### config.mk
export PLATFORM = sky130hd
export DESIGN_NAME = nrbt_host_ctrl
export DESIGN_NICKNAME = d
export VERILOG_FILES = /design/src/nrbt_host_ctrl.v /design/src/nrbt_ready_sync.v
export VERILOG_INCLUDE_DIRS = /design/src /design/src/common
export SDC_FILE = /design/constraint.sdc
export NUM_CORES = 1
export LEC_CHECK = 0
export ABC_CLOCK_PERIOD_IN_PS = 3100
export BUFFER_PORTS_ARGS = -buffer_cell sky130_fd_sc_hd__clkbuf_2
export CORE_UTILIZATION = 45
export CTS_BUF_LIST = sky130_fd_sc_hd__clkbuf_4 sky130_fd_sc_hd__clkbuf_8 sky130_fd_sc_hd__clkbuf_16
export DETAILED_ROUTE_END_ITERATION = 10
export HOLD_SLACK_MARGIN = 0.08
export PLACE_DENSITY = 0.69
export SYNTH_ARGS = -nofsm -noshare
export SYNTH_HDL_FRONTEND = slang
export SYNTH_HIERARCHICAL = 1
export SYNTH_SLANG_ARGS = --single-unit
### constraint.sdc
create_clock -name clk -period 3.1 [get_ports clk]
set_input_delay 0.31 -clock clk [delete_from_list [all_inputs] [get_ports clk]]
set_output_delay 0.31 -clock clk [all_outputs]
set_load 0.01 [all_outputs]
### src/common/nrbt_defines.vh
`ifndef NRBT_DEFINES_VH
`define NRBT_DEFINES_VH
// command codes on the byte bus
`define NRBT_CMD_READ 8'h00
`define NRBT_CMD_PROG_SETUP 8'h80
`define NRBT_CMD_PROG_CONFIRM 8'h10
`define NRBT_CMD_ERASE_SETUP 8'h60
`define NRBT_CMD_ERASE_CONFIRM 8'hD0
`define NRBT_CMD_STATUS 8'h70
`define NRBT_CMD_RESET 8'hFF
// operation codes on the user port
`define NRBT_OP_READ 3'h0
`define NRBT_OP_PROG 3'h1
`define NRBT_OP_ERASE 3'h2
`define NRBT_OP_RESET 3'h3
`define NRBT_OP_STATUS 3'h4
// status bit that mirrors completion
`define NRBT_STAT_READY_BIT 6
// clock period and timing figures
`define NRBT_CLK_NS 20
`define NRBT_PAGE_LOAD_US 12
`define NRBT_RESET_MAX_US 500
`define NRBT_SEQ_STOP_SELECT_HIGH_NS 100
`define NRBT_WE_TO_BUSY_NS 100
// cycle counts derived from the figures, except the strobe length, fixed at 2
`define NRBT_SEQ_STOP_CYC ((`NRBT_SEQ_STOP_SELECT_HIGH_NS + `NRBT_CLK_NS - 1) / `NRBT_CLK_NS)
`define NRBT_WB_CYC ((`NRBT_WE_TO_BUSY_NS + `NRBT_CLK_NS - 1) / `NRBT_CLK_NS)
`define NRBT_TIMEOUT_CYC ((`NRBT_RESET_MAX_US * 1000 * 4) / `NRBT_CLK_NS)
`define NRBT_STROBE_CYC 2
`endif

### src/nrbt_host_ctrl.v
`timescale 1ns/1ps
`default_nettype none
`include "nrbt_defines.vh"
// Function
// - program/erase need setup then confirm
// - select high 100 ns ends sequential read
// - page main once, spare twice per erase
// - block zero usable, 4016..4096 usable blocks
// - reset command aborts and returns ready
// - status bit six mirrors completion
module nrbt_host_ctrl #(
    parameter ADDR_CYCLES = 4,
    parameter TIMEOUT_CYC = `NRBT_TIMEOUT_CYC
) (
    input wire clk,
    input wire srst,
    input wire opValid,
    input wire [2:0] opCode,
    input wire [31:0] opAddr,
    input wire [7:0] opData,
    input wire pollStatus,
    output wire opReady,
    output reg opDone,
    output reg opTimeout,
    output reg [7:0] statusByte,
    output reg chipSelectN,
    output reg cmdLatch,
    output reg addrLatch,
    output reg writeStrobeN,
    output reg read_strobe_n,
    output reg [7:0] ioOut,
    output reg ioOe,
    input wire [7:0] ioIn,
    input wire readyBusyIn
);
    localparam ST_IDLE = 3'h0;
    localparam ST_CMD = 3'h1;
    localparam ST_ADDR = 3'h2;
    localparam ST_DATA = 3'h3;
    localparam ST_CONF = 3'h4;
    localparam ST_WAIT = 3'h5;
    localparam ST_STAT = 3'h6;
    localparam ST_STOP = 3'h7;
    localparam [31:0] TO_CYC = TIMEOUT_CYC;
    localparam [31:0] WB_CYC = `NRBT_WB_CYC;
    localparam [31:0] STOP_CYC = `NRBT_SEQ_STOP_CYC;
    localparam [31:0] STROBE_CYC = `NRBT_STROBE_CYC;

    wire lineReady; // filtered ready level
    reg [2:0] state_reg, state_next;
    reg [2:0] op_reg; // latched operation
    reg [31:0] addr_reg; // latched address
    reg [7:0] data_reg; // latched write byte
    reg [2:0] addrIdx_reg; // address cycle index
    reg [31:0] cnt_reg; // phase and wait counter
    reg phase_reg; // strobe low/high half
    reg pollMode_reg; // poll status instead of line
    reg statCmd_reg; // status command owed before polling
    reg phase_next; // strobe half after this edge

    nrbt_ready_sync uSync (
        .clk(clk),
        .srst(srst),
        .readyBusyIn(readyBusyIn),
        .lineReady(lineReady)
    );

    // first command byte of each operation
    function [7:0] firstCmd;
        input [2:0] op;
        begin
            case (op)
                `NRBT_OP_READ: firstCmd = `NRBT_CMD_READ;
                `NRBT_OP_PROG: firstCmd = `NRBT_CMD_PROG_SETUP;
                `NRBT_OP_ERASE: firstCmd = `NRBT_CMD_ERASE_SETUP;
                `NRBT_OP_STATUS: firstCmd = `NRBT_CMD_STATUS;
                default: firstCmd = `NRBT_CMD_RESET;
            endcase
        end
    endfunction

    // one strobe half finished when counter hits the strobe length minus one
    function strobeDone;
        input [31:0] c;
        begin
            strobeDone = (c == STROBE_CYC - 32'h1);
        end
    endfunction

    assign opReady = (state_reg == ST_IDLE);

    // sequencing of the pin phases
    always @* begin
        state_next = state_reg;
        phase_next = phase_reg;
        case (state_reg)
            ST_IDLE: begin
                if (opValid) begin
                    state_next = ST_CMD;
                end
            end
            ST_CMD: begin
                if (phase_reg && strobeDone(cnt_reg)) begin
                    if (statCmd_reg) begin
                        state_next = ST_STAT;
                    end else if (op_reg == `NRBT_OP_RESET) begin
                        state_next = ST_WAIT;
                    end else if (op_reg == `NRBT_OP_STATUS) begin
                        state_next = ST_STAT;
                    end else begin
                        state_next = ST_ADDR;
                    end
                end
            end
            ST_ADDR: begin
                if (phase_reg && strobeDone(cnt_reg) &&
                    addrIdx_reg == ADDR_CYCLES[2:0] - 3'h1) begin
                    if (op_reg == `NRBT_OP_PROG) begin
                        state_next = ST_DATA;
                    end else if (op_reg == `NRBT_OP_ERASE) begin
                        state_next = ST_CONF;
                    end else begin
                        state_next = ST_WAIT;
                    end
                end
            end
            ST_DATA: begin
                if (phase_reg && strobeDone(cnt_reg)) begin
                    state_next = ST_CONF;
                end
            end
            ST_CONF: begin
                // confirm always follows setup, never skipped
                if (phase_reg && strobeDone(cnt_reg)) begin
                    state_next = ST_WAIT;
                end
            end
            ST_WAIT: begin
                // without status polling, done on ready after WB_CYC cycles, or after TO_CYC cycles with opTimeout set
                if (cnt_reg >= WB_CYC && lineReady && !pollMode_reg) begin
                    state_next = ST_STOP;
                end else if (cnt_reg >= WB_CYC && pollMode_reg) begin
                    // status command first, else the device answers with array data
                    state_next = ST_CMD;
                end else if (cnt_reg >= TO_CYC) begin
                    state_next = ST_STOP;
                end
            end
            ST_STAT: begin
                if (phase_reg && strobeDone(cnt_reg)) begin
                    if (op_reg != `NRBT_OP_STATUS &&
                        !statusByte[`NRBT_STAT_READY_BIT] && cnt_reg < TO_CYC) begin
                        state_next = ST_STAT;
                    end else begin
                        state_next = ST_STOP;
                    end
                end
            end
            ST_STOP: begin
                // select high long enough to end any sequential read
                if (cnt_reg >= STOP_CYC) begin
                    state_next = ST_IDLE;
                end
            end
            default: state_next = ST_IDLE;
        endcase
        // strobe level follows the half being entered, so each half is two cycles
        if (state_next != state_reg) begin
            phase_next = 1'b0;
        end else if (state_reg != ST_WAIT && state_reg != ST_STOP && strobeDone(cnt_reg)) begin
            phase_next = ~phase_reg;
        end
    end

    // registers and pin drive
    always @(posedge clk) begin
        if (srst) begin
            state_reg <= ST_IDLE;
            op_reg <= 3'h0;
            addr_reg <= 32'h0;
            data_reg <= 8'h00;
            addrIdx_reg <= 3'h0;
            cnt_reg <= 32'h0;
            phase_reg <= 1'b0;
            pollMode_reg <= 1'b0;
            statCmd_reg <= 1'b0;
            opDone <= 1'b0;
            opTimeout <= 1'b0;
            statusByte <= 8'h00;
            chipSelectN <= 1'b1;
            cmdLatch <= 1'b0;
            addrLatch <= 1'b0;
            writeStrobeN <= 1'b1;
            read_strobe_n <= 1'b1;
            ioOut <= 8'h00;
            ioOe <= 1'b0;
        end else begin
            state_reg <= state_next;
            opDone <= 1'b0;
            // phase counter: low half then high half of each strobe
            if (state_next != state_reg) begin
                cnt_reg <= 32'h0;
                phase_reg <= 1'b0;
            end else if (state_reg == ST_WAIT || state_reg == ST_STOP) begin
                cnt_reg <= cnt_reg + 32'h1;
            end else if (strobeDone(cnt_reg)) begin
                cnt_reg <= 32'h0;
                phase_reg <= ~phase_reg;
            end else begin
                cnt_reg <= cnt_reg + 32'h1;
            end
            case (state_next)
                ST_IDLE: begin
                    chipSelectN <= 1'b1;
                    ioOe <= 1'b0;
                end
                ST_CMD, ST_CONF: begin
                    chipSelectN <= 1'b0;
                    cmdLatch <= 1'b1;
                    addrLatch <= 1'b0;
                    ioOe <= 1'b1;
                    ioOut <= (state_next == ST_CONF) ?
                        ((op_reg == `NRBT_OP_ERASE) ? `NRBT_CMD_ERASE_CONFIRM :
                         `NRBT_CMD_PROG_CONFIRM) : ((statCmd_reg || state_reg == ST_WAIT) ?
                         `NRBT_CMD_STATUS : firstCmd(op_reg));
                end
                ST_ADDR: begin
                    cmdLatch <= 1'b0;
                    addrLatch <= 1'b1;
                    ioOe <= 1'b1;
                    ioOut <= addr_reg[7:0];
                end
                ST_DATA: begin
                    addrLatch <= 1'b0;
                    ioOe <= 1'b1;
                    ioOut <= data_reg;
                end
                ST_STAT: begin
                    cmdLatch <= 1'b0;
                    addrLatch <= 1'b0;
                    ioOe <= 1'b0;
                end
                ST_STOP: begin
                    chipSelectN <= 1'b1;
                    cmdLatch <= 1'b0;
                    addrLatch <= 1'b0;
                    ioOe <= 1'b0;
                end
                default: begin
                    cmdLatch <= 1'b0;
                    addrLatch <= 1'b0;
                    ioOe <= 1'b0;
                end
            endcase
            // write strobe low in first half of each write phase
            writeStrobeN <= !((state_next == ST_CMD || state_next == ST_ADDR ||
                state_next == ST_DATA || state_next == ST_CONF) && !phase_next);
            read_strobe_n <= !(state_next == ST_STAT && !phase_next);
            // address bytes step low first
            if (state_reg == ST_ADDR && phase_reg && strobeDone(cnt_reg)) begin
                addrIdx_reg <= addrIdx_reg + 3'h1;
                addr_reg <= {8'h00, addr_reg[31:8]};
            end
            if (state_reg == ST_IDLE && opValid) begin
                op_reg <= opCode;
                addr_reg <= opAddr;
                data_reg <= opData;
                addrIdx_reg <= 3'h0;
                pollMode_reg <= pollStatus;
                statCmd_reg <= 1'b0;
                opTimeout <= 1'b0;
            end
            if (state_reg == ST_WAIT && state_next == ST_CMD) begin
                statCmd_reg <= 1'b1;
            end
            // status sampled at the end of the read half
            if (state_reg == ST_STAT && !phase_reg && strobeDone(cnt_reg)) begin
                statusByte <= ioIn;
            end
            if (state_reg == ST_WAIT && state_next == ST_STOP && !lineReady) begin
                opTimeout <= 1'b1;
            end
            if (state_reg == ST_STOP && state_next == ST_IDLE) begin
                opDone <= 1'b1;
            end
        end
    end
endmodule
`default_nettype wire

### src/nrbt_ready_sync.v
`timescale 1ns/1ps
`default_nettype none
// two-flop synchroniser plus settle filter on the wired ready/busy line
module nrbt_ready_sync (
    input wire clk,
    input wire srst,
    input wire readyBusyIn,
    output wire lineReady
);
    reg meta_reg; // first stage, read only by second
    reg sync_reg; // second stage
    reg last_reg; // previous synced level
    reg ready_reg; // filtered ready level
    // line is released only by pull-up, so low wins
    always @(posedge clk) begin
        if (srst) begin
            meta_reg <= 1'b1;
            sync_reg <= 1'b1;
            last_reg <= 1'b1;
            ready_reg <= 1'b1;
        end else begin
            meta_reg <= readyBusyIn;
            sync_reg <= meta_reg;
            last_reg <= sync_reg;
            // two equal samples before accepting a rise, slow pull-up edge
            if (sync_reg == last_reg) begin
                ready_reg <= sync_reg;
            end
        end
    end
    assign lineReady = ready_reg;
endmodule
`default_nettype wire

* Yosys cells after proc, flatten, opt, wreduce, memory -nomap -nowiden
Index checks and enable logic that the tools add are counted.
Operators by class: mux-type cells 36, bitwise gates (word level) 2, equality and inequality tests 24, add/sub/neg operators 2, reductions and logical operators 47, order comparisons 3
Operators by type and width (number):
- 32-bit 2-to-1 mux | 4
- 3-bit 2-to-1 mux | 14
- 32-bit by 1-bit adder with 32-bit output (second input constant) | 1
- 32-bit by 1-bit == test with 1-bit output (second input constant) | 1
- 32-bit by 17-bit greater-or-equal comparator with 1-bit output (second input constant) | 1
- 32-bit by 3-bit greater-or-equal comparator with 1-bit output (second input constant) | 1
- 32-bit by 17-bit less-than comparator with 1-bit output (second input constant) | 1
- 8-bit case mux with 4 select lines | 1
- 3-bit == test (second input constant) | 8
- 8-bit 2-to-1 mux | 3
- 3-bit case mux with 8 select lines | 1
- 8-bit case mux with 3 select lines | 1
- 3-bit by 2-bit == test with 1-bit output (second input constant) | 7
- 1-bit logical AND | 20
- 2-bit OR reduction | 5
- 3-bit by 1-bit == test with 1-bit output (second input constant) | 3
- 3-bit zero test | 3
- 1-bit 2-to-1 mux | 9
- 3-bit != test (second input constant) | 3
- 2-bit nonzero test | 4
- 1-bit zero test | 7
- 1-bit case mux with 2 select lines | 3
- 1-bit logical OR | 5
- 4-bit OR reduction | 1
- other kinds (6) | 7
Word-level totals: register bits after elaboration 112, output and inout port bits 25

* Depth between registers and ports, before layout
depth in word-level cells 12, gate-level depth with buffers 11, depth with buffers taken out 10

* By module
The synthesis kept the hierarchy.
Modules (own cells, without submodules):
- nrbt_host_ctrl | area an instance 5052.3 sq um, sequential area each 2162.1 sq um, cells each 607, times used 1
- nrbt_ready_sync | area an instance 120.1 sq um, sequential area each 80.1 sq um, cells each 10, times used 1

* Worst setup path after synthesis
OpenSTA, ideal clock, no wires.
path kind reg2reg, start point reg cnt_reg[1], end point reg ioOut[6], period minus slack after synthesis 2.817 ns, library setup time 0.061 ns, data arrival time 2.756 ns, path buffers 1, path slack 0.283 ns, stages on the path, launching flop included 12, cell sequence dfxtp_1 > inv_1 > ha_1 > nor4b_4 > nand2_1 > or3_4 > a32o_1 > or3_1 > buf_6 > or4_4 > o21ai_2 > o221a_1
On the way: word-level cells in the longest chain between the ends 8
Ends and longest elaborated chain:
- from (decl) | line nrbt_host_ctrl.v:55 | reg [31:0] cnt_reg;
- from (signal assigned) | line nrbt_host_ctrl.v:205 | cnt_reg <= cnt_reg + 32'h1;
- from (signal assigned) | line nrbt_host_ctrl.v:210 | cnt_reg <= cnt_reg + 32'h1;
- 32-bit by 17-bit greater-or-equal comparator with 1-bit output, or another cell as far along | line nrbt_host_ctrl.v:145 | end else if (cnt_reg >= TO_CYC) begin
- 3-bit 2-to-1 mux, or another cell as far along | line nrbt_host_ctrl.v:145
- 3-bit 2-to-1 mux, or another cell as far along | line nrbt_host_ctrl.v:142 | end else if (cnt_reg >= WB_CYC && pollMode_reg) begin
- 3-bit 2-to-1 mux (on tied branches) | line nrbt_host_ctrl.v:140, nrbt_host_ctrl.v:116, nrbt_host_ctrl.v:150
- 3-bit case mux with 8 select lines (*) | line nrbt_host_ctrl.v:96 | case (state_reg)
- 3-bit == test / 3-bit by 1-bit == test with 1-bit output (equally long branches) | line nrbt_host_ctrl.v:212, nrbt_host_ctrl.v:222
- 8-bit 2-to-1 mux / 2-bit OR reduction (equally long branches) | line nrbt_host_ctrl.v:222, nrbt_host_ctrl.v:212
- 8-bit case mux with 3 select lines / 3-bit nonzero test (equally long branches)
- to (signal assigned) | line nrbt_host_ctrl.v:222 | ioOut <= (state_next == ST_CONF) ?
- to (signal assigned) | line nrbt_host_ctrl.v:231 | ioOut <= addr_reg[7:0];
- to (signal assigned) | line nrbt_host_ctrl.v:236 | ioOut <= data_reg;
- to (decl) | line nrbt_host_ctrl.v:31 | output reg [7:0] ioOut,
Mark *: on every way between the ends. The rest lies on a longest branch, timed or not. A chain may end at the register's enable or synchronous reset.

* Worst setup path after layout
start point reg addrIdx_reg[0], end point reg ioOut[7]
On the way: word-level cells in the longest chain between the ends 7
Ends and longest elaborated chain:
- from (decl) | line nrbt_host_ctrl.v:54 | reg [2:0] addrIdx_reg;
- from (signal assigned) | line nrbt_host_ctrl.v:261 | addrIdx_reg <= addrIdx_reg + 3'h1;
- 3-bit by 2-bit == test with 1-bit output (*) | line nrbt_host_ctrl.v:117 | addrIdx_reg == ADDR_CYCLES[2:0] - 3'h1) begin
- 1-bit logical AND (*) | line nrbt_host_ctrl.v:116 | if (phase_reg && strobeDone(cnt_reg) &&
- 3-bit 2-to-1 mux (*) | line nrbt_host_ctrl.v:116
- 3-bit case mux with 8 select lines (*) | line nrbt_host_ctrl.v:96
- 3-bit == test / 3-bit by 1-bit == test with 1-bit output (equally long branches) | line nrbt_host_ctrl.v:212, nrbt_host_ctrl.v:222
- 8-bit 2-to-1 mux / 2-bit OR reduction (equally long branches) | line nrbt_host_ctrl.v:222, nrbt_host_ctrl.v:212
- 8-bit case mux with 3 select lines / 3-bit nonzero test (equally long branches)
Marks and branches as above.

==> results.py <==
metrics = {
    "pwr": {
        "fin_total_pwr_mw": 3.10,
        "netSwitchingPower_mw": 0.790,
        "combPwrFrac_pct": 12.9,
        "power_frac_clock_pct": 36.6,
        "ir_worst_vdd_mv": 0.418,
        "power_per_cell_area_nw_per_um2": 508,
        "switching_share_pct": 25.5,
        "internal_power_mw": 2.31,
        "p_leak_nw": 2.30,
        "seq_power_share_pct": 50.4,
    },
    "detailed_routing": {
        "drt_iter0_drc": 288,
        "drt_wl_total_um": 12000,
        "num_vias": 4583,
        "drtPass1Iterations": 4,
        "wire_per_inst_um": 14.3,
        "viasPerCell": 5.48,
        "ant_nets": 0,
        "drc_errors": 0,
    },
    "placed_design": {
        "io_buffers": 80,
        "gp_congestion": 0.875,
        "hpwl_um": 8550,
        "place_inst": 818,
        "dp_worst_setup_slack_ps": 66.2,
    },
    "global_route": {
        "grt_max_degree": 48,
        "grt_first_pass_wirelength_um": 19500,
        "first_global_vias": 4273,
        "track_usage_pct": 20.8,
        "antenna_found_initial": 0,
        "overflow": 0,
    },
    "yosys": {
        "synth_edf_count": 0,
        "synthCells": 617,
        "async_flop_share_pct": 0,
        "synth_ff_type": "dfxtp_1",
        "synth_cell_types": 65,
        "avgSynthCellArea_um2": 8.38,
        "netlist_area_um2": 5170,
        "ys_seq_area_share_pct": 43.3,
        "yosys_warnings": 6,
        "syn-num-nets": 679,
        "synth_seq_cells": 112,
    },
    "cts": {
        "cts_tree": "done",
        "clk_path_buf_depth": 2,
        "ctsHoldBuffers": 0,
        "cts-htree-levels": 3,
        "insertion_delay_ps": 350,
        "root_buffer": "clkbuf_16",
        "clock-sinks": 112,
        "cts.reportedPaths.clkPinSlew_ps": 70,
        "numCtsBuffers": 9,
    },
    "timing": {
        "finalHoldViolCount": 0,
        "period_share_pct": 96.7,
        "drv_slew": 0,
        "max-slew-margin-rel_pct": 54.6,
        "fin_worst_skew_ps": 7.20,
        "setup_violations": 0,
        "fmax_mhz": 334,
        "period_needed_ps": 3000,
        "fin_ws_ps": 102,
        "hold_ws_ps": 146,
        "tightest_slew_ps": 679,
    },
    "setup_path": {
        "worstPathRequired_ps": 3300,
        "crit_type": "flip-flop to flip-flop",
        "start_kind": "flip-flop",
        "cp-end-kind": "flip-flop",
        "worstPathArrival_ps": 3200,
        "worstPathMaxFanout": 11,
    },
    "floorplanning": {
        "die_w_um": 109,
        "core_um2": 11000,
        "die_y_um": 109,
        "die-area_um2": 11900,
        "row_count": 38,
        "floorplan.initialDensity_pct": 46.9,
        "ios": 81,
    },
    "cells_and_area": {
        "drive_gt1_share_pct": 22.8,
        "area_delta_synth_final_pct": 18.2,
        "layout_common_cells": "dfxtp_1, nand2_1, nor2_1, clkbuf_2, a21oi_1",
        "stdcell_count": 837,
        "mostFrequentLayoutCell": "dfxtp_1",
        "nets": 754,
        "fin_util_pct": 55.4,
        "n_antenna_cell": 0,
        "nFillCells": 999,
    },
    "outcome": {
        "status": "completed",
    },
    "job": {
        "cap_violations": 0,
    },
    "worst_hold_path": {
        "hold_class": "input pin to flip-flop",
    },
}
-- cell type report --
| type | instances | area [µm²] | share of cell area [%] |
|---|---|---|---|
| Inverter | 11 | 41.3 | 0.675 |
| Clock buffer | 13 | 274 | 4.48 |
| Clock inverter | 3 | 23.8 | 0.389 |
| Multi-Input combinational cell | 456 | 2780 | 45.5 |
| Sequential cell | 112 | 2240 | 36.7 |
| Timing Repair Buffer | 102 | 578 | 9.45 |
| Tap cell | 140 | 175 | 2.86 |
-- repair_timing --
action,4_1_cts,5_1_grt
resized for setup,0,9
setup endpoints to repair,0,41
endpoints found under the hold margin,0,0
buffers inserted,0,3
-- kinds of logic (layout without fill, tap and decap cells) --
| logic type | count (synthesis) | count (layout) | share of synthesized area, % |
|---|---|---|---|
| fa+ha+maj | 7 | 7 | 1.64 |
| simple gates | 303 | 303 | 28.3 |
| buf+inv | 49 | 129 | 3.94 |
| xor+xnor | 33 | 33 | 5.59 |
| flops | 112 | 112 | 43.3 |
| mux | 15 | 15 | 3.02 |
| compound gates | 98 | 98 | 14.1 |
-- worst paths after layout --
check / start / to / slack [ps] / depth (start not counted)
setup / recovery: addrIdx_reg[0] / ioOut[7] / 100 / 10
hold / removal: readyBusyIn / uSync/meta_reg / 150 / 2
setup reg to reg: addrIdx_reg[0] / ioOut[7] / 100 / 10
hold reg to reg: uSync/meta_reg / uSync/sync_reg / 410 / 1
-- cells in the mapped netlist (2+ instances only) --
library cell  count  area share (%)
a21oi_1          31             3.0
o211ai_1          3            0.44
dfxtp_1         112              43
nor4_4            2            0.82
o31ai_1           2            0.29
nor4_2            5             1.2
o21ai_0           7            0.68
a31oi_1           4            0.48
mux2_2            5             1.1
and3_1            3            0.36
nand4_1          11             1.3
a311oi_1         24             4.1
mux2i_1          10             1.9
nand3b_1          2            0.29
xnor2_1          15             2.5
or3_1             4            0.48
xor2_1           18             3.0
clkbuf_1         32             2.3
a221oi_1          2            0.34
ha_1              6             1.5
or2_1             3            0.36
o2111ai_1         2            0.34
o221a_2           6             1.3
a2111oi_0         3            0.51
buf_6             2            0.44
or2_2             2            0.24
nand2_1         114             8.3
and4_1            3            0.51
buf_2             3            0.29
nor3_2            2            0.39
nor2b_1           2            0.24
nor3_1           12             1.2
and2_1            2            0.24
nor2_1           94             6.8
or3b_2            2            0.34
inv_1            10            0.73
nand2b_1          5            0.60
nor4_1            3            0.36
nand3_1          23             2.2
-- routing by layer --
layer / share of wire, % / global-route usage, % / vias to the layer above
met5: 0 / 0 / -
met4: 1.3 / 6.95 / 0
met3: 5.0 / 4.96 / 14
met2: 46 / 33.3 / 115
met1: 47 / 27.3 / 2148
li1: - / - / 2306
-- power groups by stage --
stage / Sequential, mW / Clock, mW / Combinational, mW
6_report: 1.57 / 1.14 / 0.401
5_1_grt: 1.58 / 1.22 / 0.447
4_1_cts: 1.56 / 1.17 / 0.390
3_5_place_dp: 1.60 / 0 / 0.389
3_3_place_gp: 1.59 / 0 / 0.378
2_1_floorplan: 1.59 / 0 / 0.250
-- through the flow --
| step | setup TNS [ps] | cell area, µm² |
|---|---|---|
| CTS | 0 | 6040 |
| finish | 0 | 6120 |
| detailed placement | 0 | 5740 |
| global placement | 0 | 5740 |
| global route | -57.4 | 6120 |
| floorplan | 0 | 5170 |
-- critical path, stage by stage, from the launching register on --
cell	delay, ps
dfxtp_1	360
ha_1	160
ha_1	210
nand2_1	70
or3_1	410
a2111oi_0	520
buf_4	220
or2_2	230
mux2_2	360
o22ai_1	220
a221oi_2	90
Power figures use the tool's default switching activity.
